### config.mk
export PLATFORM = sky130hd
export DESIGN_NAME = redundant_command_decoder
export DESIGN_NICKNAME = d
export VERILOG_FILES = /design/src/cmd_pkg.sv /design/src/exec_if.sv /design/src/redundant_command_decoder.sv /design/src/discrete_pulser.sv /design/src/serial_shifter.sv
export SDC_FILE = /design/constraint.sdc
export NUM_CORES = 1
export LEC_CHECK = 0
export BUFFER_PORTS_ARGS = -buffer_cell sky130_fd_sc_hd__buf_4
export CORE_MARGIN = 3
export CORE_UTILIZATION = 62
export CTS_CLUSTER_SIZE = 16
export DETAILED_ROUTE_END_ITERATION = 10
export PLACE_DENSITY = 0.85
export SLEW_MARGIN = 20
export SYNTH_ARGS = -nofsm -noshare
export SYNTH_HDL_FRONTEND = slang
export SYNTH_SLANG_ARGS = --single-unit
### constraint.sdc
create_clock -name pclk -period 6.2 [get_ports pclk]
set_input_delay 1.24 -clock pclk [delete_from_list [all_inputs] [get_ports pclk]]
set_output_delay 1.24 -clock pclk [all_outputs]
set_load 0.05 [all_outputs]
### src/cmd_pkg.sv
// constants, field layouts and types shared by the command decoder files
package cmd_pkg;
   // ------------------------------------------------------------
   // clock and timing
   // ------------------------------------------------------------
   localparam int CLK_HZ          = 40_000_000;
   localparam int SLOT_MS         = 15;
   localparam int SLOT_CYCLES     = CLK_HZ / 1000 * SLOT_MS;
   localparam int PULSE_MS        = 15;
   localparam int PULSE_CYCLES    = CLK_HZ / 1000 * PULSE_MS;
   localparam int SER_CLK_DHZ     = 42700;   // 4.27 kHz in tenths of a hertz
   localparam int SER_HALF_CYCLES = CLK_HZ * 10 / (2 * SER_CLK_DHZ);
   // ------------------------------------------------------------
   // output counts and message sizes
   // ------------------------------------------------------------
   localparam int N_DISCRETE  = 128;
   localparam int N_GATED     = 96;
   localparam int FIRST_GATED = N_DISCRETE - N_GATED;
   localparam int N_SERIAL    = 48;
   localparam int SER_BITS    = 37;
   localparam int UP_BITS     = 60;
   localparam int HOST_BITS   = 44;
   localparam int COUNT_W     = 8;
   localparam int ADDR_W      = 8;
   localparam int SEL_W       = 7;
   localparam int CHAN_W      = 6;
   localparam int BITCNT_W    = 6;
   // ------------------------------------------------------------
   // message fields: a 44-bit core, wrapped by address and parity uplink
   // ------------------------------------------------------------
   localparam int UP_ADDR_LSB = 52;
   localparam int UP_CORE_LSB = 8;
   localparam int KIND_BIT    = 43;
   localparam int CHAN_LSB    = 37;
   localparam int SUBOP_LSB   = 7;
   localparam int SUBOP_W     = 2;
   localparam int SUBOP_VAL   = 9;
   typedef enum logic [1:0] {
      SUB_PULSE  = 2'h0,
      SUB_DISCEN = 2'h1,
      SUB_SEREN  = 2'h2,
      SUB_ROUTE  = 2'h3
   } subop_e;
   typedef enum logic {
      SLOT_UPLINK = 1'b0,
      SLOT_HOST   = 1'b1
   } slot_e;
   // ------------------------------------------------------------
   // apb map
   // ------------------------------------------------------------
   localparam logic [11:0] OFF_CTRL   = 12'h000;
   localparam logic [11:0] OFF_STATUS = 12'h004;
   localparam logic [ADDR_W-1:0] ADDR_RESET = 8'h5a;  // arbitrary default
   localparam int ST_ALARM  = 8;
   localparam int ST_DISCEN = 9;
   localparam int ST_SEREN  = 10;
   localparam int ST_ROUTE  = 11;
   localparam int ST_SLOT   = 12;
   localparam int ST_PBUSY  = 13;
   localparam int ST_SBUSY  = 14;
   localparam int N_PINS    = 6;
endpackage

### src/exec_if.sv
// start request and busy answer between the decoder and an output unit
interface exec_if;
   logic                             start;
   logic [cmd_pkg::SEL_W-1:0]        sel;
   logic [cmd_pkg::SER_BITS-1:0]     payload;
   logic                             busy;
   modport ctrl (output start, output sel, output payload, input busy);
   modport unit (input start, input sel, input payload, output busy);
endinterface

### src/redundant_command_decoder.sv
// digital logic of one command decoder: uplink and host receive, time share, execution
//
// Local design decisions: register access over APB and the placing of the registers.

module redundant_command_decoder #(
   parameter int SLOT_CYCLES     = cmd_pkg::SLOT_CYCLES,
   parameter int PULSE_CYCLES    = cmd_pkg::PULSE_CYCLES,
   parameter int SER_HALF_CYCLES = cmd_pkg::SER_HALF_CYCLES
) (
   // clock and reset
   input  wire logic                                 pclk,
   input  wire logic                                 presetn,

   // apb slave
   input  wire logic [11:0]                          paddr,
   input  wire logic                                 psel,
   input  wire logic                                 penable,
   input  wire logic                                 pwrite,
   input  wire logic [31:0]                          pwdata,
   output logic      [31:0]                          prdata,
   output logic                                      pready,
   output logic                                      pslverr,

   // uplink from the demodulator
   input  wire logic                                 uplink_data,
   input  wire logic                                 recovered_bit_clock,
   input  wire logic                                 carrier_present,

   // host processor serial port
   input  wire logic                                 host_processor_data,
   input  wire logic                                 host_processor_clock,
   input  wire logic                                 host_processor_frame,

   // command outputs
   output logic [cmd_pkg::N_DISCRETE-1:0]            discrete_out,
   output logic [cmd_pkg::N_SERIAL-1:0]              serial_data,
   output logic [cmd_pkg::N_SERIAL-1:0]              serial_clock,
   output logic [cmd_pkg::N_SERIAL-1:0]              serial_envelope,

   // telemetry
   output logic                                      alarm,
   output logic [cmd_pkg::COUNT_W-1:0]               exec_count,
   output logic                                      host_window
);
   // ------------------------------------------------------------
   // local counter widths and end counts
   // ------------------------------------------------------------
   localparam int SW = $clog2(SLOT_CYCLES + 1);
   localparam logic [SW-1:0] SLOT_LAST = SW'(SLOT_CYCLES - 1);

   localparam logic [6:0] UP_LAST   = 7'(cmd_pkg::UP_BITS - 1);
   localparam logic [6:0] HOST_LAST = 7'(cmd_pkg::HOST_BITS - 1);

   // ------------------------------------------------------------
   // pin synchronisers: data, clock, qualifier of both sources
   // ------------------------------------------------------------
   logic [cmd_pkg::N_PINS-1:0] pin_meta;
   logic [cmd_pkg::N_PINS-1:0] pin_sync;
   logic [cmd_pkg::N_PINS-1:0] pin_prev;

   wire  [cmd_pkg::N_PINS-1:0] pin_raw = {host_processor_frame, host_processor_clock,
                                          host_processor_data, carrier_present,
                                          recovered_bit_clock, uplink_data};

   always_ff @(posedge pclk or negedge presetn) begin
      if (!presetn) begin
         pin_meta <= '0;
         pin_sync <= '0;
         pin_prev <= '0;
      end else begin
         pin_meta <= pin_raw;
         pin_sync <= pin_meta;
         pin_prev <= pin_sync;
      end
   end

   // only the edge detectors read pin_prev; both clock pins idle low, so no false edge
   wire up_bit    = pin_sync[0];
   wire up_rise   = pin_sync[1] && !pin_prev[1];
   wire carrier   = pin_sync[2];

   wire host_bit  = pin_sync[3];
   wire host_rise = pin_sync[4] && !pin_prev[4];
   wire host_fr   = pin_sync[5];

   // ------------------------------------------------------------
   // time share slots
   // ------------------------------------------------------------
   cmd_pkg::slot_e  slot;
   cmd_pkg::slot_e  next_slot;

   logic [SW-1:0]   slot_cnt;

   wire             slot_tick = (slot_cnt == '0);

   assign next_slot = (slot == cmd_pkg::SLOT_UPLINK) ? cmd_pkg::SLOT_HOST
                                                     : cmd_pkg::SLOT_UPLINK;

   // fixed alternation is the only arbitration between the two sources
   always_ff @(posedge pclk or negedge presetn) begin
      if (!presetn) begin
         slot     <= cmd_pkg::SLOT_UPLINK;
         slot_cnt <= SLOT_LAST;
      end else begin
         slot_cnt <= slot_tick ? SLOT_LAST : slot_cnt - SW'(1);
         if (slot_tick) slot <= next_slot;
      end
   end

   // the host may shift its bits in while uplink commands run
   assign host_window = (slot == cmd_pkg::SLOT_UPLINK);

   // ------------------------------------------------------------
   // apb registers
   // ------------------------------------------------------------
   logic [cmd_pkg::ADDR_W-1:0] my_addr;
   logic                       disc_en;
   logic                       ser_en;
   logic                       route;
   logic                       pbusy;
   logic                       sbusy;

   wire  hit_ctrl   = (paddr == cmd_pkg::OFF_CTRL);
   wire  hit_status = (paddr == cmd_pkg::OFF_STATUS);
   wire  apb_wr     = psel && penable && pwrite && hit_ctrl;

   wire  [31:0] status_word = {17'h0, sbusy, pbusy, slot, route, ser_en, disc_en,
                               alarm, exec_count};

   // zero wait states; a bad address or a status write answers with an error
   assign pready  = 1'b1;
   assign pslverr = psel && penable && !(hit_ctrl || (hit_status && !pwrite));

   always_ff @(posedge pclk or negedge presetn) begin
      if (!presetn) begin
         my_addr <= cmd_pkg::ADDR_RESET;
         prdata  <= '0;
      end else begin
         if (apb_wr) my_addr <= pwdata[cmd_pkg::ADDR_W-1:0];
         // loaded in setup, so it stands through the whole access
         if (psel && !penable && !pwrite) begin
            prdata <= hit_ctrl   ? {24'h0, my_addr} :
                      hit_status ? status_word      : 32'h0;
         end
      end
   end

   // ------------------------------------------------------------
   // uplink receiver
   // ------------------------------------------------------------
   logic [cmd_pkg::UP_BITS-1:0]    up_sreg;
   logic [6:0]                     up_cnt;
   logic                           up_done;
   logic [cmd_pkg::HOST_BITS-1:0]  up_core;
   logic                           up_pend;

   wire  [cmd_pkg::UP_BITS-1:0]    up_msg  = {up_sreg[cmd_pkg::UP_BITS-2:0], up_bit};

   wire  up_last  = up_rise && (up_cnt == UP_LAST);
   wire  addr_ok  = (up_msg[cmd_pkg::UP_ADDR_LSB +: cmd_pkg::ADDR_W] == my_addr);
   wire  par_ok   = !(^up_msg);

   wire  up_good  = up_last && addr_ok && par_ok;
   wire  up_bad   = up_last && !(addr_ok && par_ok);

   wire  up_exec_go;
   wire  up_taken = up_exec_go;

   // the alarm stops the shifter, so the rest of the transmission is refused
   always_ff @(posedge pclk or negedge presetn) begin
      if (!presetn) begin
         up_sreg <= '0;
         up_cnt  <= '0;
         up_done <= 1'b0;
         alarm   <= 1'b0;
      end else if (!carrier) begin
         up_cnt <= '0;
         alarm  <= 1'b0;
      end else if (up_rise && !alarm) begin
         up_sreg <= up_msg;
         up_cnt  <= up_last ? 7'h0 : up_cnt + 7'h1;
         if (up_bad) alarm <= 1'b1;
      end
   end

   // a good message waits for its slot; a later alarm drops it
   always_ff @(posedge pclk or negedge presetn) begin
      if (!presetn) begin
         up_core <= '0;
         up_pend <= 1'b0;
      end else if (up_good && !alarm && carrier) begin
         up_core <= up_msg[cmd_pkg::UP_CORE_LSB +: cmd_pkg::HOST_BITS];
         up_pend <= 1'b1;
      end else if (up_taken || alarm) begin
         up_pend <= 1'b0;
      end
   end

   // ------------------------------------------------------------
   // host receiver, open only in the uplink slot
   // ------------------------------------------------------------
   logic [cmd_pkg::HOST_BITS-1:0]  host_sreg;
   logic [6:0]                     host_cnt;
   logic [cmd_pkg::HOST_BITS-1:0]  host_core;
   logic                           host_pend;

   wire  host_open = host_window && host_fr && route;
   wire  [cmd_pkg::HOST_BITS-1:0] host_msg = {host_sreg[cmd_pkg::HOST_BITS-2:0], host_bit};

   wire  host_last = host_open && host_rise && (host_cnt == HOST_LAST);

   wire  host_exec_go;

   always_ff @(posedge pclk or negedge presetn) begin
      if (!presetn) begin
         host_sreg <= '0;
         host_cnt  <= '0;
      end else if (!host_open) begin
         host_cnt <= '0;                               // a cut-off fragment is dropped
      end else if (host_rise) begin
         host_sreg <= host_msg;
         host_cnt  <= host_last ? 7'h0 : host_cnt + 7'h1;
      end
   end

   // trusted channel: run as received, with no address or parity test
   always_ff @(posedge pclk or negedge presetn) begin
      if (!presetn) begin
         host_core <= '0;
         host_pend <= 1'b0;
      end else if (host_last) begin
         host_core <= host_msg;
         host_pend <= 1'b1;
      end else if (host_exec_go) begin
         host_pend <= 1'b0;
      end
   end

   // ------------------------------------------------------------
   // execution at the start of each slot
   // ------------------------------------------------------------
   // one pending command per source per slot pair gives about 33 per second,
   // which covers both command rates; a newer message overwrites an unrun one
   assign up_exec_go   = slot_tick && (next_slot == cmd_pkg::SLOT_UPLINK)
                         && up_pend && !alarm;
   assign host_exec_go = slot_tick && (next_slot == cmd_pkg::SLOT_HOST)
                         && host_pend;

   wire  exec_go = up_exec_go || host_exec_go;
   wire  [cmd_pkg::HOST_BITS-1:0] core = up_exec_go ? up_core : host_core;

   wire  is_special = core[cmd_pkg::KIND_BIT];
   wire  [cmd_pkg::CHAN_W-1:0] chan = core[cmd_pkg::CHAN_LSB +: cmd_pkg::CHAN_W];
   wire  [cmd_pkg::SER_BITS-1:0] payload = core[cmd_pkg::SER_BITS-1:0];
   wire  [cmd_pkg::SEL_W-1:0] disc_sel = payload[cmd_pkg::SEL_W-1:0];
   wire  [cmd_pkg::SUBOP_W-1:0] subop_raw = payload[cmd_pkg::SUBOP_LSB +: cmd_pkg::SUBOP_W];

   cmd_pkg::subop_e subop;
   assign subop = cmd_pkg::subop_e'(subop_raw);
   wire  sub_val = payload[cmd_pkg::SUBOP_VAL];

   // the low discretes are never gated, so they work before any enable
   wire  disc_gated = (disc_sel >= cmd_pkg::SEL_W'(cmd_pkg::FIRST_GATED));

   wire  do_pulse = exec_go && is_special && (subop == cmd_pkg::SUB_PULSE)
                    && (!disc_gated || disc_en);

   // a serial command to an absent channel or a busy shifter is lost
   wire  do_serial = exec_go && !is_special && ser_en && !sbusy
                     && (chan < cmd_pkg::CHAN_W'(cmd_pkg::N_SERIAL));

   always_ff @(posedge pclk or negedge presetn) begin
      if (!presetn) begin
         disc_en    <= 1'b0;
         ser_en     <= 1'b0;
         route      <= 1'b1;
         exec_count <= '0;
      end else begin
         // counted at execution, so a dropped message never counts
         if (up_exec_go) exec_count <= exec_count + cmd_pkg::COUNT_W'(1);

         if (exec_go && is_special) begin
            unique case (subop)
               cmd_pkg::SUB_PULSE:  ;
               cmd_pkg::SUB_DISCEN: disc_en <= sub_val;
               cmd_pkg::SUB_SEREN:  ser_en  <= sub_val;
               cmd_pkg::SUB_ROUTE:  route   <= sub_val;
            endcase
         end
      end
   end

   // ------------------------------------------------------------
   // output units
   // ------------------------------------------------------------
   exec_if pulse_req ();
   exec_if serial_req ();

   assign pulse_req.start    = do_pulse;
   assign pulse_req.sel      = disc_sel;
   assign pulse_req.payload  = payload;
   assign pbusy              = pulse_req.busy;

   assign serial_req.start   = do_serial;
   assign serial_req.sel     = cmd_pkg::SEL_W'(chan);
   assign serial_req.payload = payload;
   assign sbusy              = serial_req.busy;

   // a new start restarts the pulser; the shifter refuses one while busy
   discrete_pulser #(.PULSE_CYCLES(PULSE_CYCLES)) u_pulser (
      .pclk         (pclk),
      .presetn      (presetn),
      .cmd          (pulse_req.unit),
      .discrete_out (discrete_out)
   );

   serial_shifter #(.HALF_CYCLES(SER_HALF_CYCLES)) u_serial (
      .pclk            (pclk),
      .presetn         (presetn),
      .cmd             (serial_req.unit),
      .serial_data     (serial_data),
      .serial_clock    (serial_clock),
      .serial_envelope (serial_envelope)
   );
endmodule

### src/discrete_pulser.sv
// one-of-128 discrete pulse generator
module discrete_pulser #(
   parameter int PULSE_CYCLES = cmd_pkg::PULSE_CYCLES
) (
   // clock and reset
   input  wire logic                              pclk,
   input  wire logic                              presetn,
   // request
   exec_if.unit                                   cmd,
   // outputs
   output logic [cmd_pkg::N_DISCRETE-1:0]         discrete_out
);
   localparam int CW = $clog2(PULSE_CYCLES + 1);
   localparam logic [CW-1:0] LAST = CW'(PULSE_CYCLES - 1);
   logic [CW-1:0] count;
   wire  [cmd_pkg::N_DISCRETE-1:0] onehot = cmd_pkg::N_DISCRETE'(1) << cmd.sel;

   assign cmd.busy = |discrete_out;

   always_ff @(posedge pclk or negedge presetn) begin
      if (!presetn) begin
         discrete_out <= '0;
         count        <= '0;
      end else if (cmd.start) begin
         discrete_out <= onehot;
         count        <= LAST;
      end else if (cmd.busy) begin
         if (count == '0) discrete_out <= '0;
         else count <= count - CW'(1);
      end
   end
endmodule

### src/serial_shifter.sv
// addressed 37-bit serial command output with clock and envelope
module serial_shifter #(
   parameter int HALF_CYCLES = cmd_pkg::SER_HALF_CYCLES
) (
   // clock and reset
   input  wire logic                              pclk,
   input  wire logic                              presetn,
   // request
   exec_if.unit                                   cmd,
   // outputs
   output logic [cmd_pkg::N_SERIAL-1:0]           serial_data,
   output logic [cmd_pkg::N_SERIAL-1:0]           serial_clock,
   output logic [cmd_pkg::N_SERIAL-1:0]           serial_envelope
);
   localparam int DW = $clog2(HALF_CYCLES + 1);
   localparam logic [DW-1:0] DLAST = DW'(HALF_CYCLES - 1);
   localparam logic [cmd_pkg::BITCNT_W-1:0] BLAST = cmd_pkg::BITCNT_W'(cmd_pkg::SER_BITS - 1);
   logic [DW-1:0]                     div;
   logic [cmd_pkg::SER_BITS-1:0]      sreg;
   logic [cmd_pkg::BITCNT_W-1:0]      bits;
   logic [cmd_pkg::CHAN_W-1:0]        chan;
   logic                              env;
   logic                              clk_lvl;
   wire                               tick = env && (div == '0);

   assign cmd.busy = env;

   // ------------------------------------------------------------
   // shift sequence, msb first, data changes on the falling edge
   // ------------------------------------------------------------
   always_ff @(posedge pclk or negedge presetn) begin
      if (!presetn) begin
         div     <= '0;
         sreg    <= '0;
         bits    <= '0;
         chan    <= '0;
         env     <= 1'b0;
         clk_lvl <= 1'b0;
      end else if (cmd.start && !env) begin
         div     <= DLAST;
         sreg    <= cmd.payload;
         bits    <= '0;
         chan    <= cmd.sel[cmd_pkg::CHAN_W-1:0];
         env     <= 1'b1;
         clk_lvl <= 1'b0;
      end else if (env) begin
         div <= tick ? DLAST : div - DW'(1);
         if (tick) begin
            clk_lvl <= !clk_lvl;
            if (clk_lvl) begin
               if (bits == BLAST) env <= 1'b0;
               else begin
                  bits <= bits + cmd_pkg::BITCNT_W'(1);
                  sreg <= {sreg[cmd_pkg::SER_BITS-2:0], 1'b0};
               end
            end
         end
      end
   end

   // ------------------------------------------------------------
   // only the addressed channel moves; the rest sit low
   // ------------------------------------------------------------
   genvar i;
   generate
      for (i = 0; i < cmd_pkg::N_SERIAL; i++) begin : g_ch
         wire hit = env && (chan == cmd_pkg::CHAN_W'(i));
         always_ff @(posedge pclk or negedge presetn) begin
            if (!presetn) begin
               serial_data[i]     <= 1'b0;
               serial_clock[i]    <= 1'b0;
               serial_envelope[i] <= 1'b0;
            end else begin
               serial_data[i]     <= hit && sreg[cmd_pkg::SER_BITS-1];
               serial_clock[i]    <= hit && clk_lvl;
               serial_envelope[i] <= hit;
            end
         end
      end
   endgenerate
endmodule

==> results.md, run 1 <==
Synthesis:
- Counting flops and latches in the post-synthesis netlist gives 632.
- The share of the Yosys chip area taken by registers is 0.587.
- The number of different library cells used by synthesis comes to between 70 and 80.
- The most instantiated flip-flop cell in the synthesis netlist is sky130_fd_sc_hd__dfrtp_1.
- The number of synthesized flops with an enable pin is 0.
- The share of flip-flops with an asynchronous set or reset is 1.00.
- The number of cells produced by synthesis is 2346.
- The average cell area after synthesis is 11.5 sq um.
- The netlist area before placement is 27000 sq um.
- The number of warnings reported in the yosys synthesis log is 0.

Route:
- The via density per instance is 5.95.
- The routed design uses 4190 um of met3 wire.
- Summed over all layers, the routed wires come to between 60000 and 70000 um.
- The sum of routed wire segments on met1 is 25800 um.
- The highest routing layer actually used is met4.
- The detail-routed net length per standard cell is 20.2 um.
- After detailed routing, the number of remaining DRC violations is 0.
- After detailed routing, the met2 layer carries 33300 um of wire.
- In this run the remaining antenna-violating nets after routing total 0.
- The via count is roughly 19000.
- The DRC violation total after the first TritonRoute iteration is 2061.
- For this run, the detailed router's first-pass iteration total came to 6.

Run:
- The tool flagged a number of max-cap violations equal to 0.

Floorplanning:
- The die is approximately 210 um tall.
- The floorplan step defined a core boundary enclosing 42400 sq um.
- The die covers 46000 sq um.
- The number of ports placed on the die boundary is 371.
- The starting density of the core is 0.636.
- The overall die width is about 210 um.
- The initialized floorplan defines 75 standard-cell rows.

Clocking:
- The clock tree root buffer cell is sky130_fd_sc_hd__clkbuf_16.
- The CTS clock-pin slew for the worst setup and hold paths is 0.06 ns.
- The longest clock path from root to sink contains 3 buffers.
- The TritonCTS clock tree is yes.
- In this run, post-CTS hold repair placed 0 buffers.
- In this run the post-CTS setup repair buffer count came out at 0.
- The clock sink count is about 630.
- Counting the buffers created by CTS gives 60.
- The number of H-tree levels is 2.
- Once the clock tree was built, the resizer swapped 0 gates to a different size.
- At the later pin of the worst-skew pair, clock insertion delay measures 0.64 ns.

STA:
- Measured against its own limit, the worst slew margin works out to 0.176.
- In the finished design, the share of the clock period the worst path needs comes to 0.639.
- The final-layout setup total negative slack is 0 ns.
- The total of endpoints with negative setup slack in the final report is 0.
- The number of hold violations in the final report came to 0.
- The count of final max-slew check failures is 0.
- For this run, the top clock speed supported by timing is 0.252 GHz.
- Across all setup checks in the final design, the least slack found is 2.24 ns.
- Across the routed clock network, the largest skew measured is approximately 0.026 ns.
- The post-layout minimum cycle time is 3.96 ns.
- At the pin with the least slew margin, the transition time is between 1 and 1.5 ns.
- Setup repair after global routing left no endpoint under its margin.

Finish:
- The area added between synthesis and finish is 18.0%.
- The antenna diode count is 0.
- The number of non-filler instances in the completed layout is 3248.
- The library cells used most frequently in the layout, excluding fill and tap cells, are 614 x sky130_fd_sc_hd__dfrtp_1, 339 x sky130_fd_sc_hd__buf_4, 289 x sky130_fd_sc_hd__nand2_1.
- The net total in the final layout is 2686.
- Leaving out fill and tap cells, the most frequent cell in the layout is sky130_fd_sc_hd__dfrtp_1.
- The share of cells above drive strength 1 is 0.271.
- The filler cell count is 2655.

Pwr:
- The overall power consumption is a little under 9 mW.
- In this run the power density over the cells is 278 nW/um^2.
- The worst vdd rail ir drop is 319 uV.
- Summed over all cells, the static leakage comes to 15.4 nW.

Placement:
- The count of buffers added on input and output ports is about 330.
- The worst setup timing slack at the placement stage is 2.31 ns.
- The HPWL after detailed placement is between 40000 and 50000 um.
- The routability-driven placement congestion ratio is 0.832.
- The number of placed instances, taps included, is 3137.

Setup path:
- Along the worst path, the maximum fanout reaches 148.
- The required time at the endpoint of the critical path is 6.68 ns.
- The worst register-to-register path has a depth of 8.
- The class of the most critical setup path is reg -> reg.
- The worst stage delay on the critical path is 0.87 ns.
- The type of element launching the critical path is a flip-flop.
- The worst setup path is captured at a flip-flop.
- The arrival time at the worst endpoint is approximately 4.4 ns.
- Walking the worst path, the cells encountered are nor4_1 -> and4b_1 -> and4_2 -> nor3_1 -> or3_1 -> nand4_1 -> buf_12 -> o21ai_1.
- The slowest cell on the critical path is sky130_fd_sc_hd__and4_2.

Global routing:
- The remaining global-route overflow is 0.
- The first-pass GRT wire length is 106000 um.
- The number of antenna violations at the first check in global routing is 0.
- The maximum number of pins on one net before global-route repair is 166.
- The global router's overall resource usage is 0.281.
- The number of global-route vias before repair is 19700.

Hold path:
- Counting instances, the worst hold path has a depth of 0.
- The path category of the worst min-delay check is reg -> reg.

Run status:
- The run finished with clean final reports.
area by class of cell:
cell class	count	area, sq um	share of cell area
multi-input combinational	1564	10400	0.326
clock inverter	32	508	0.0160
timing repair buffer	346	2680	0.0843
clock buffer	79	1630	0.0513
sequential	632	15800	0.498
inverter	18	67.6	0.00212
tap	577	722	0.0227
flip-flops by register name, summed over array words and instances, names as in the netlist, 7 cells and up:
signal and count:
u_serial.sreg 37, u_serial.serial_data 48, prdata 15, host_core 44, up_sreg 59, exec_count 8
up_cnt 7, my_addr 8, host_cnt 7, slot_cnt 20, u_serial.div 13, u_serial.serial_envelope 48
host_sreg 43, u_pulser.count 20, u_pulser.discrete_out 128, u_serial.serial_clock 48, up_core 44
worst max-delay path, delay by kind of cell (launching register included):
family	cells	cell delay, ns
simple gates	6	2.62
buf+inv	1	0.43
flops	1	0.42
compound gates	1	0.20
routing by layer:
| metal | up-vias | global-route usage |
|---|---|---|
| met5 | - | 0 |
| met4 | 0 | 0.0943 |
| met3 | 171 | 0.0538 |
| met2 | 761 | 0.484 |
| met1 | 9767 | 0.361 |
| li1 | 8620 | - |
cell families (layout without fill, tap and decap cells):
logic type | count (synthesis) | after routing | share of synthesized area
compound gates | 264 | 264 | 0.0538
buf+inv | 166 | 475 | 0.0328
fa+ha+maj | 9 | 9 | 0.00418
mux | 265 | 265 | 0.113
other cells | 2 | 18 | 0.000279
simple gates | 901 | 901 | 0.172
flops | 632 | 632 | 0.587
xor+xnor | 107 | 107 | 0.0366
stage by stage:
step | hold slack, ns | area (sq um) | utilization
finish | 0.347 | 31800 | 0.750
global route | 0.360 | 31800 | 0.750
CTS | 0.349 | 31800 | 0.750
detailed placement | 0.336 | 29700 | 0.699
global placement | 0.334 | 29700 | 0.699
floorplan | 0.331 | 27000 | -
final timing paths:
kind,startpoint,to,slack [ns]
hold / removal,pin_meta[5],pin_sync[5],0.35
hold reg to reg,pin_meta[5],pin_sync[5],0.35
setup / recovery,slot_cnt[15],u_pulser.discrete_out[87],2.24
setup reg to reg,slot_cnt[15],u_pulser.discrete_out[87],2.24
min in group asynchronous,presetn,host_sreg[20],0.66
max in group asynchronous,presetn,u_serial.serial_clock[29],4.21
Yosys cell counts, types with 20 or more instances:
cell type	number	area [sq um]
sky130_fd_sc_hd__buf_4	24	180
sky130_fd_sc_hd__nand4_1	29	181
sky130_fd_sc_hd__a21oi_1	54	270
sky130_fd_sc_hd__nor3_1	20	100
sky130_fd_sc_hd__nand3_1	133	666
sky130_fd_sc_hd__o21ai_0	46	230
sky130_fd_sc_hd__nor2_1	123	462
sky130_fd_sc_hd__and3_1	49	307
sky130_fd_sc_hd__nor4_1	44	275
sky130_fd_sc_hd__nand2_1	289	1080
sky130_fd_sc_hd__clkbuf_1	71	267
sky130_fd_sc_hd__buf_2	23	115
sky130_fd_sc_hd__and2_1	109	682
sky130_fd_sc_hd__dfrtp_1	614	15400
sky130_fd_sc_hd__nor2b_1	20	125
sky130_fd_sc_hd__xor2_1	28	245
sky130_fd_sc_hd__mux2i_1	59	591
sky130_fd_sc_hd__o21ai_1	120	601
sky130_fd_sc_hd__xnor2_1	75	657
sky130_fd_sc_hd__mux2_4	39	586
sky130_fd_sc_hd__mux2_2	166	1870
sky130_fd_sc_hd__nand3_2	28	280
where the power goes:
| group | internal (mW) | leakage (nW) | total [mW] | switching (mW) |
|---|---|---|---|---|
| registers | 4.19 | 8.70 | 4.27 | 0.0788 |
| logic | 0.284 | 5.69 | 0.636 | 0.353 |
| clock network | 2.36 | 1.04 | 3.94 | 1.58 |
| total | 6.83 | 15.4 | 8.85 | 2.01 |
Power figures use the tool's default switching activity.
==> run 2: changes to the inputs <==
CORE_UTILIZATION = 52   (was 62)
PLACE_DENSITY = 0.76   (was 0.85)
clock period = 3.6 ns   (was 6.2 ns; I/O delays follow)
==> run 2 against run 1 <==
  * First-iteration DRC count is 28% lower
  * Sequential cell count stayed put
  * Largest cell class unchanged
  * Critical path type unchanged
  * Register-to-register slack worse by 2.0 ns
  * Clock-buffer cell count is 15 higher
==> results.md, run 2 (synthesized netlist as in run 1, its figures left out) <==
Finish:
- The share of cells above drive strength 1 is 0.281.
- Leaving out fill and tap cells, the most frequent cells in the layout are 614 x sky130_fd_sc_hd__dfrtp_1, 369 x sky130_fd_sc_hd__buf_4, 289 x sky130_fd_sc_hd__nand2_1.
- The top register by number of flip-flops is u_pulser.discrete_out.
- The most frequent standard cell in the layout excluding fill and tap cells is sky130_fd_sc_hd__dfrtp_1.
- The net total in the final layout is 2732.
- The antenna diode count is 0.
- In the final layout, the registers with the most flip-flops are u_pulser.discrete_out x128, up_sreg x59.
- The register with the most flip-flops in the layout has between 100 and 150 of them.
- For this run, the share of the core covered by cells in the final layout is 0.638.
- The area added between synthesis and finish is 19.9%.
- Summing all non-filler instances in the final layout gives an area of 32300 sq um.

Clocking:
- The clock buffer count from CTS is 66.
- The number of H-tree levels is 3.
- At the later pin of the worst-skew pair, clock insertion delay measures 0.61 ns.
- No sink is reached through more buffers than the 3 on the longest clock path.
- TritonCTS built the clock tree.
- The clock tree root buffer cell is sky130_fd_sc_hd__clkbuf_16.
- CTS saw around 630 sinks.
- The CTS clock-pin slew for the worst setup and hold paths is 0.06 ns.
- After clock tree synthesis, the setup repair step added 0 buffers.

STA:
- The number of hold violations in the final report is 0.
- Of the available clock period, the critical path in the final layout requires 0.936.
- In this run the tightest slew margin relative to its limit is 0.336.
- Setup violations remaining at the end of the flow were counted as 0.
- At the pin with the least slew margin, the transition time is 0.992 ns.
- The final-layout setup total negative slack is 0 ns.
- The count of final max-slew check failures is 0.
- Setup repair after global routing left no endpoint under its margin.
- Clock skew on the completed layout was measured at 0.0178 ns.
- Subtracting the final worst setup slack from the clock period gives 3.37 ns.
- Timing would allow up to 0.297 GHz.
- Hold is met by just under 0.08 ns.

Placement:
- In this run the tool buffered the top-level ports with 328 buffer cells.
- Once detailed placement completed, the half-perimeter wirelength came to approximately 44000 um.
- At the end of routability-driven placement, the weighted congestion stood at 0.852.
- Summing all placed instances gives a cell area of 30200 sq um.

Floorplanning:
- The die is 234 um wide.
- The area of the core is 50700 sq um.
- Measured along the y axis, the die boundary spans 234 um.
- The count of standard-cell rows is 82.
- The die area is 54600 sq um.
- The number of ports placed on the die boundary is approximately 370.
- The starting density of the core is 0.532.

Run status:
- The flow ran to the end, and the final reports show no timing, DRC or antenna violations.

Setup path:
- The cell family contributing the most delay on the critical path is simple AND/OR/NAND/NOR gates.
- The slowest cell on the critical path is sky130_fd_sc_hd__and4_2.
- Of all nets on the critical path, the largest fanout is 40.
- STA classifies the critical path startpoint as a flip-flop.
- The worst stage delay on the critical path is roughly 0.50 ns.
- Data arrives at the worst endpoint at 3.86 ns.
- The buffers plus inverters on the worst setup path is 2.
- Traced cell by cell, the critical path runs through nor4_2 -> and4b_1 -> and4_2 -> buf_4 -> buf_4 -> and3_1 -> o211ai_1 -> nor2_1 -> mux2_2.
- The worst setup path is of the reg -> reg kind.
- The required time at the endpoint of the critical path is roughly 4.1 ns.
- The most numerous cell type found on the critical path is sky130_fd_sc_hd__buf_4.
- The kind of end point of the critical path is a flip-flop.

Route:
- The first detailed-routing pass took 5 iterations.
- The detail-routed net length per standard cell is between 15 and 20 um.
- The via density per instance is between 5 and 6.
- The DRC violation total after the first TritonRoute iteration is roughly 1500.
- The post-detailed-route count of antenna-violating nets is 0.
- For this run, design rule violations remaining after detail routing come to 0.
- The total detailed-routing wirelength is 65900 um.
- The via count is 19100.

Global routing:
- The number of antenna violations at the first check in global routing is 0.
- The maximum number of pins on one net before global-route repair is approximately 120.
- The first global-routing pass estimated 105000 um of wire.
- The number of global-route vias before repair was a little under 20000.
- For this run, the total global-route usage over all layers was measured as 0.240.
- The routing usage on met3 is 0.0387.
- The busiest layer in global routing is met2.
- The remaining global-route overflow is 0.
- The global routing met2 resource utilization is 0.410.
- For this run, global-route usage on met1 was measured as 0.312.

Run:
- The max-cap check violation count is 0.

Pwr:
- The power density of the placed cells is approximately 470 nW/um^2.
- Summed over all cells, the static leakage comes to 15.7 nW.
- IR analysis of the VDD net gives a maximum drop of 450 uV.

Hold path:
- The path class of the tightest hold or removal check is in -> async.
## run 2: cell types whose count changed in the layout (fill, tap and decap cells not counted), moves of 2 or more
cell,before,now
sky130_fd_sc_hd__buf_12,6,16
sky130_fd_sc_hd__buf_4,339,369
sky130_fd_sc_hd__bufinv_16,12,1
sky130_fd_sc_hd__clkbuf_1,13,16
sky130_fd_sc_hd__clkbuf_16,60,66
sky130_fd_sc_hd__clkbuf_8,6,12
sky130_fd_sc_hd__clkinv_2,11,7
sky130_fd_sc_hd__clkinv_4,1,4
sky130_fd_sc_hd__clkinv_8,1,5
sky130_fd_sc_hd__clkinvlp_4,4,2
sky130_fd_sc_hd__nor2_1,117,120
sky130_fd_sc_hd__nor2_2,8,5
## run 2: power breakdown
part | leakage (nW) | total (mW) | switching, mW | internal, mW
logic | 5.94 | 1.10 | 0.599 | 0.498
clock network | 1.04 | 6.63 | 2.86 | 3.77
registers | 8.70 | 7.35 | 0.131 | 7.22
total | 15.7 | 15.1 | 3.59 | 11.5
## run 2: worst register-to-register path, cell delays in order, from the launching register on
cell                       delay (ns)
sky130_fd_sc_hd__dfrtp_1         0.44
sky130_fd_sc_hd__nor4_2          0.48
sky130_fd_sc_hd__and4b_1         0.35
sky130_fd_sc_hd__and4_2          0.50
sky130_fd_sc_hd__buf_4           0.21
sky130_fd_sc_hd__buf_4           0.44
sky130_fd_sc_hd__and3_1          0.29
sky130_fd_sc_hd__o211ai_1        0.09
sky130_fd_sc_hd__nor2_1          0.12
sky130_fd_sc_hd__mux2_2          0.34
## run 2: final timing paths
kind / from / endpoint / slack [ns] / cells after the start
worst max-delay path: slot_cnt[15] / disc_en / 0.23 / 9
worst min-delay path: presetn / host_core[25] / 0.08 / 1
worst max register to register: slot_cnt[15] / disc_en / 0.23 / 9
worst min register to register: pin_meta[2] / pin_sync[2] / 0.35 / 0
max in group asynchronous: presetn / u_serial.serial_clock[29] / 2.45 / 2
min in group pclk: recovered_bit_clock / pin_meta[1] / 0.23 / 1
## run 2: layout make-up
type,count,area [sq um]
Fill cell,3843,18300
Clock buffer,94,1880
Timing Repair Buffer,386,3110
Multi-Input combinational cell,1564,10400
Inverter,18,67.6
Clock inverter,23,254
Tap cell,672,841
Sequential cell,632,15800
## run 2: metrics by stage
stage	setup slack (ns)	power, mW	instances
2_1_floorplan	0.858	8.21	2362
3_3_place_gp	0.193	8.54	3272
5_1_grt	0.0482	15.6	3389
6_report	0.232	15.1	3389
4_1_cts	0.00711	15.2	3389
3_5_place_dp	0.00205	8.58	3272
## run 2: repair_timing
action | 4_1_cts | 5_1_grt
hold buffers | 0 | 0
hold endpoints to repair | 0 | 0
gates resized for setup | 0 | 2
endpoints found under the setup margin | 0 | 132
## run 2: metal layers
layer | part of all wire | wire length [um]
met5 | 0 | 0
met4 | 0.030 | 1980
met3 | 0.049 | 3200
met2 | 0.51 | 33700
met1 | 0.41 | 27000
==> run 3: changes to the inputs <==
MAX_ROUTING_LAYER = met4   (was not set)
==> run 3 against run 2 <==
  * Cell count up 0.38%
  * Critical path depth down 1
  * Sequential power about the same
  * Global-route usage up 0.68 points
  * Core utilization up 0.32 points
  * Non-clock buffer count up 7
  * Clock-buffer cell count up 12
  * First-iteration DRC count up 8.4%
  * Combinational power about the same
  * Critical endpoint is now u_pulser.discrete_out[28]
  * Highest routed layer unchanged
==> results.md, run 3 (synthesized netlist as in run 1, its figures left out) <==
Pwr:
- The reported leakage power is 15.8 nW.
- In this run the power density over the cells is roughly 470 nW/um^2.
- The worst vdd rail ir drop is 397 uV.

Placement:
- The worst setup timing slack at the placement stage is 0.291 ns.
- Port buffering added 328 buffers.
- The routability-driven placement congestion ratio is 0.870.
- The HPWL after detailed placement is 43500 um.
- The count of placed standard cells including taps is approximately 3300.

Setup path:
- The maximum net fanout on the critical path is 10.
- The worst register-to-register path has a depth of 8.
- Setup slack on the worst reg-to-reg path comes out at 0.29 ns.
- The worst setup path is of the reg -> reg kind.
- At the worst endpoint, the arrival time is 3.82 ns.
- The startpoint of the worst register-to-register path is slot_cnt[11].
- For the worst setup path, the data required time is 4.11 ns.
- The kind of end point of the critical path is a flip-flop.
- The worst register-to-register path ends at u_pulser.discrete_out[28].
- The type of element launching the critical path is a flip-flop.

Clocking:
- The TritonCTS clock tree is yes.
- In this run the clock root is driven by a sky130_fd_sc_hd__clkbuf_16.
- The later pin in the worst-skew pair is clocked with a latency of about 0.60 ns.
- In this run the deepest clock path goes through 3 buffers.
- The number of H-tree levels is 3.
- The number of cells upsized or downsized after cts is 0.
- The CTS clock-pin slew for the worst setup and hold paths is 0.06 ns.
- CTS saw 632 sinks.
- Post-CTS timing repair inserted 0 buffers for setup.
- The hold buffer count at CTS is 0.
- The clock buffer count from CTS is 69.

STA:
- Adding up every negative setup slack in the final design gives 0 ns.
- The clock skew is 0.0206 ns.
- The final worst-path cycle share is 0.919.
- The number of hold violations in the final report is 0.
- Hold timing on the final database bottoms out at a slack of 0.129 ns.
- After layout, the worst setup slack is roughly 0.3 ns.
- For this run, the top clock speed supported by timing is 0.302 GHz.
- Setup repair after global routing left no endpoint under its margin.
- The total of endpoints with negative setup slack in the final report is 0.
- The count of final max-slew check failures is 0.
- The smallest clock period supported by the final layout is computed as 3.31 ns.
- The transition time at the pin with the least slew margin is 0.981 ns.
- Measured against its own limit, the worst slew margin works out to 0.344.

Global routing:
- The number of antenna violations at the first check in global routing came to 0.
- The number of global-route vias before repair is between 15000 and 20000.
- The total overflow left after global routing is 0.
- Entering global routing, the biggest net connects 95 pins.
- The first-pass GRT wire length is between 100000 and 150000 um.
- For this run, the total global-route usage over all layers was measured as 0.247.

Finish:
- The flip-flop count of the largest register after layout is 128.
- The area added between synthesis and finish is 20.5%.
- The top register by number of flip-flops is u_pulser.discrete_out.
- The count of cells in the finished layout, fillers not included, comes to 3402.
- The antenna diode count is 0.
- The layout has 3784 filler cells.
- In the final layout, the share of cells above drive strength 1 is 0.284.
- The largest registers in the layout are u_pulser.discrete_out x128, up_sreg x59.
- For this run, the share of the core covered by cells in the final layout is 0.641.
- In the layout the commonest cells are 614 x sky130_fd_sc_hd__dfrtp_1, 374 x sky130_fd_sc_hd__buf_4, 289 x sky130_fd_sc_hd__nand2_1.
- The most frequent standard cell in the layout excluding fill and tap cells is sky130_fd_sc_hd__dfrtp_1.
- In the final design database the tool counted 2742 nets.

Floorplanning:
- The die is 234 um tall.
- The number of ports placed on the die boundary is 371.
- The initial utilization of the core area, before any placement, comes to 0.532.
- The area of the core is 50700 sq um.
- The die area is between 50000 and 60000 sq um.
- After floorplanning, the core was divided into 82 placement rows.
- The overall die width is approximately 230 um.

Route:
- The DRC violation total after the first TritonRoute iteration is between 1500 and 2000.
- The detail-routed net length per standard cell is 19.3 um.
- The routed layout has 19200 vias.
- The first detailed-routing pass took 5 iterations.
- The post-detailed-route count of antenna-violating nets is 0.
- The via density per instance is 5.64.
- The DRC violation count after routing is 0.
- For this block, the routed nets add up to 65700 um of wire.

Run:
- The max-cap check violation count is 0.

Run status:
- The run finished with clean final reports.

Hold path:
- The path class of the tightest hold or removal check is in -> async.
run 3: stage by stage:
step                cell area (sq um)  power [mW]
finish                          32500        15.3
CTS                             32500        15.4
global route                    32500        15.8
detailed placement              30300        8.58
global placement                30300        8.54
floorplan                       27000        8.21
run 3: final cells by class:
cell class	count	area (sq um)	area share
clock buffer	106	2110	0.0649
clock inverter	17	115	0.00354
inverter	18	67.6	0.00208
multi-input combinational	1564	10300	0.318
sequential	632	15800	0.487
tap	672	841	0.0259
timing repair buffer	393	3180	0.0979
run 3: power breakdown:
part / switching, mW / total [mW] / internal [mW] / leakage [nW]
combinational: 0.588 / 1.09 / 0.499 / 5.99
sequential: 0.125 / 7.34 / 7.22 / 8.70
clock: 2.82 / 6.86 / 4.05 / 1.11
run 3: how the worst max path moves through the flow:
stage / end / from / slack [ns]
after global placement: u_pulser.discrete_out[97] / slot_cnt[11] / 0.40
final: u_pulser.discrete_out[28] / slot_cnt[11] / 0.29
after detailed placement: u_pulser.discrete_out[93] / slot_cnt[11] / 0.29
after floorplan: u_pulser.discrete_out[55] / slot_cnt[11] / 0.86
after CTS: u_pulser.discrete_out[28] / slot_cnt[11] / 0.24
after global routing: u_pulser.discrete_out[108] / slot_cnt[15] / 0.08
run 3: worst max-delay path: stages, from the launching register on:
cell,delay [ns]
sky130_fd_sc_hd__dfrtp_1,0.42
sky130_fd_sc_hd__or4_1,0.62
sky130_fd_sc_hd__nor2_4,0.19
sky130_fd_sc_hd__and4_2,0.43
sky130_fd_sc_hd__buf_4,0.20
sky130_fd_sc_hd__mux2_2,0.36
sky130_fd_sc_hd__nor2_1,0.69
sky130_fd_sc_hd__nand2_1,0.11
sky130_fd_sc_hd__o21ai_1,0.17
run 3: metal layers:
metal	up-vias	global-route usage	wire [um]
met5	-	-	0
met4	0	0.0805	2000
met3	157	0.0359	3300
met2	595	0.406	33200
met1	9727	0.319	27200
li1	8719	-	-
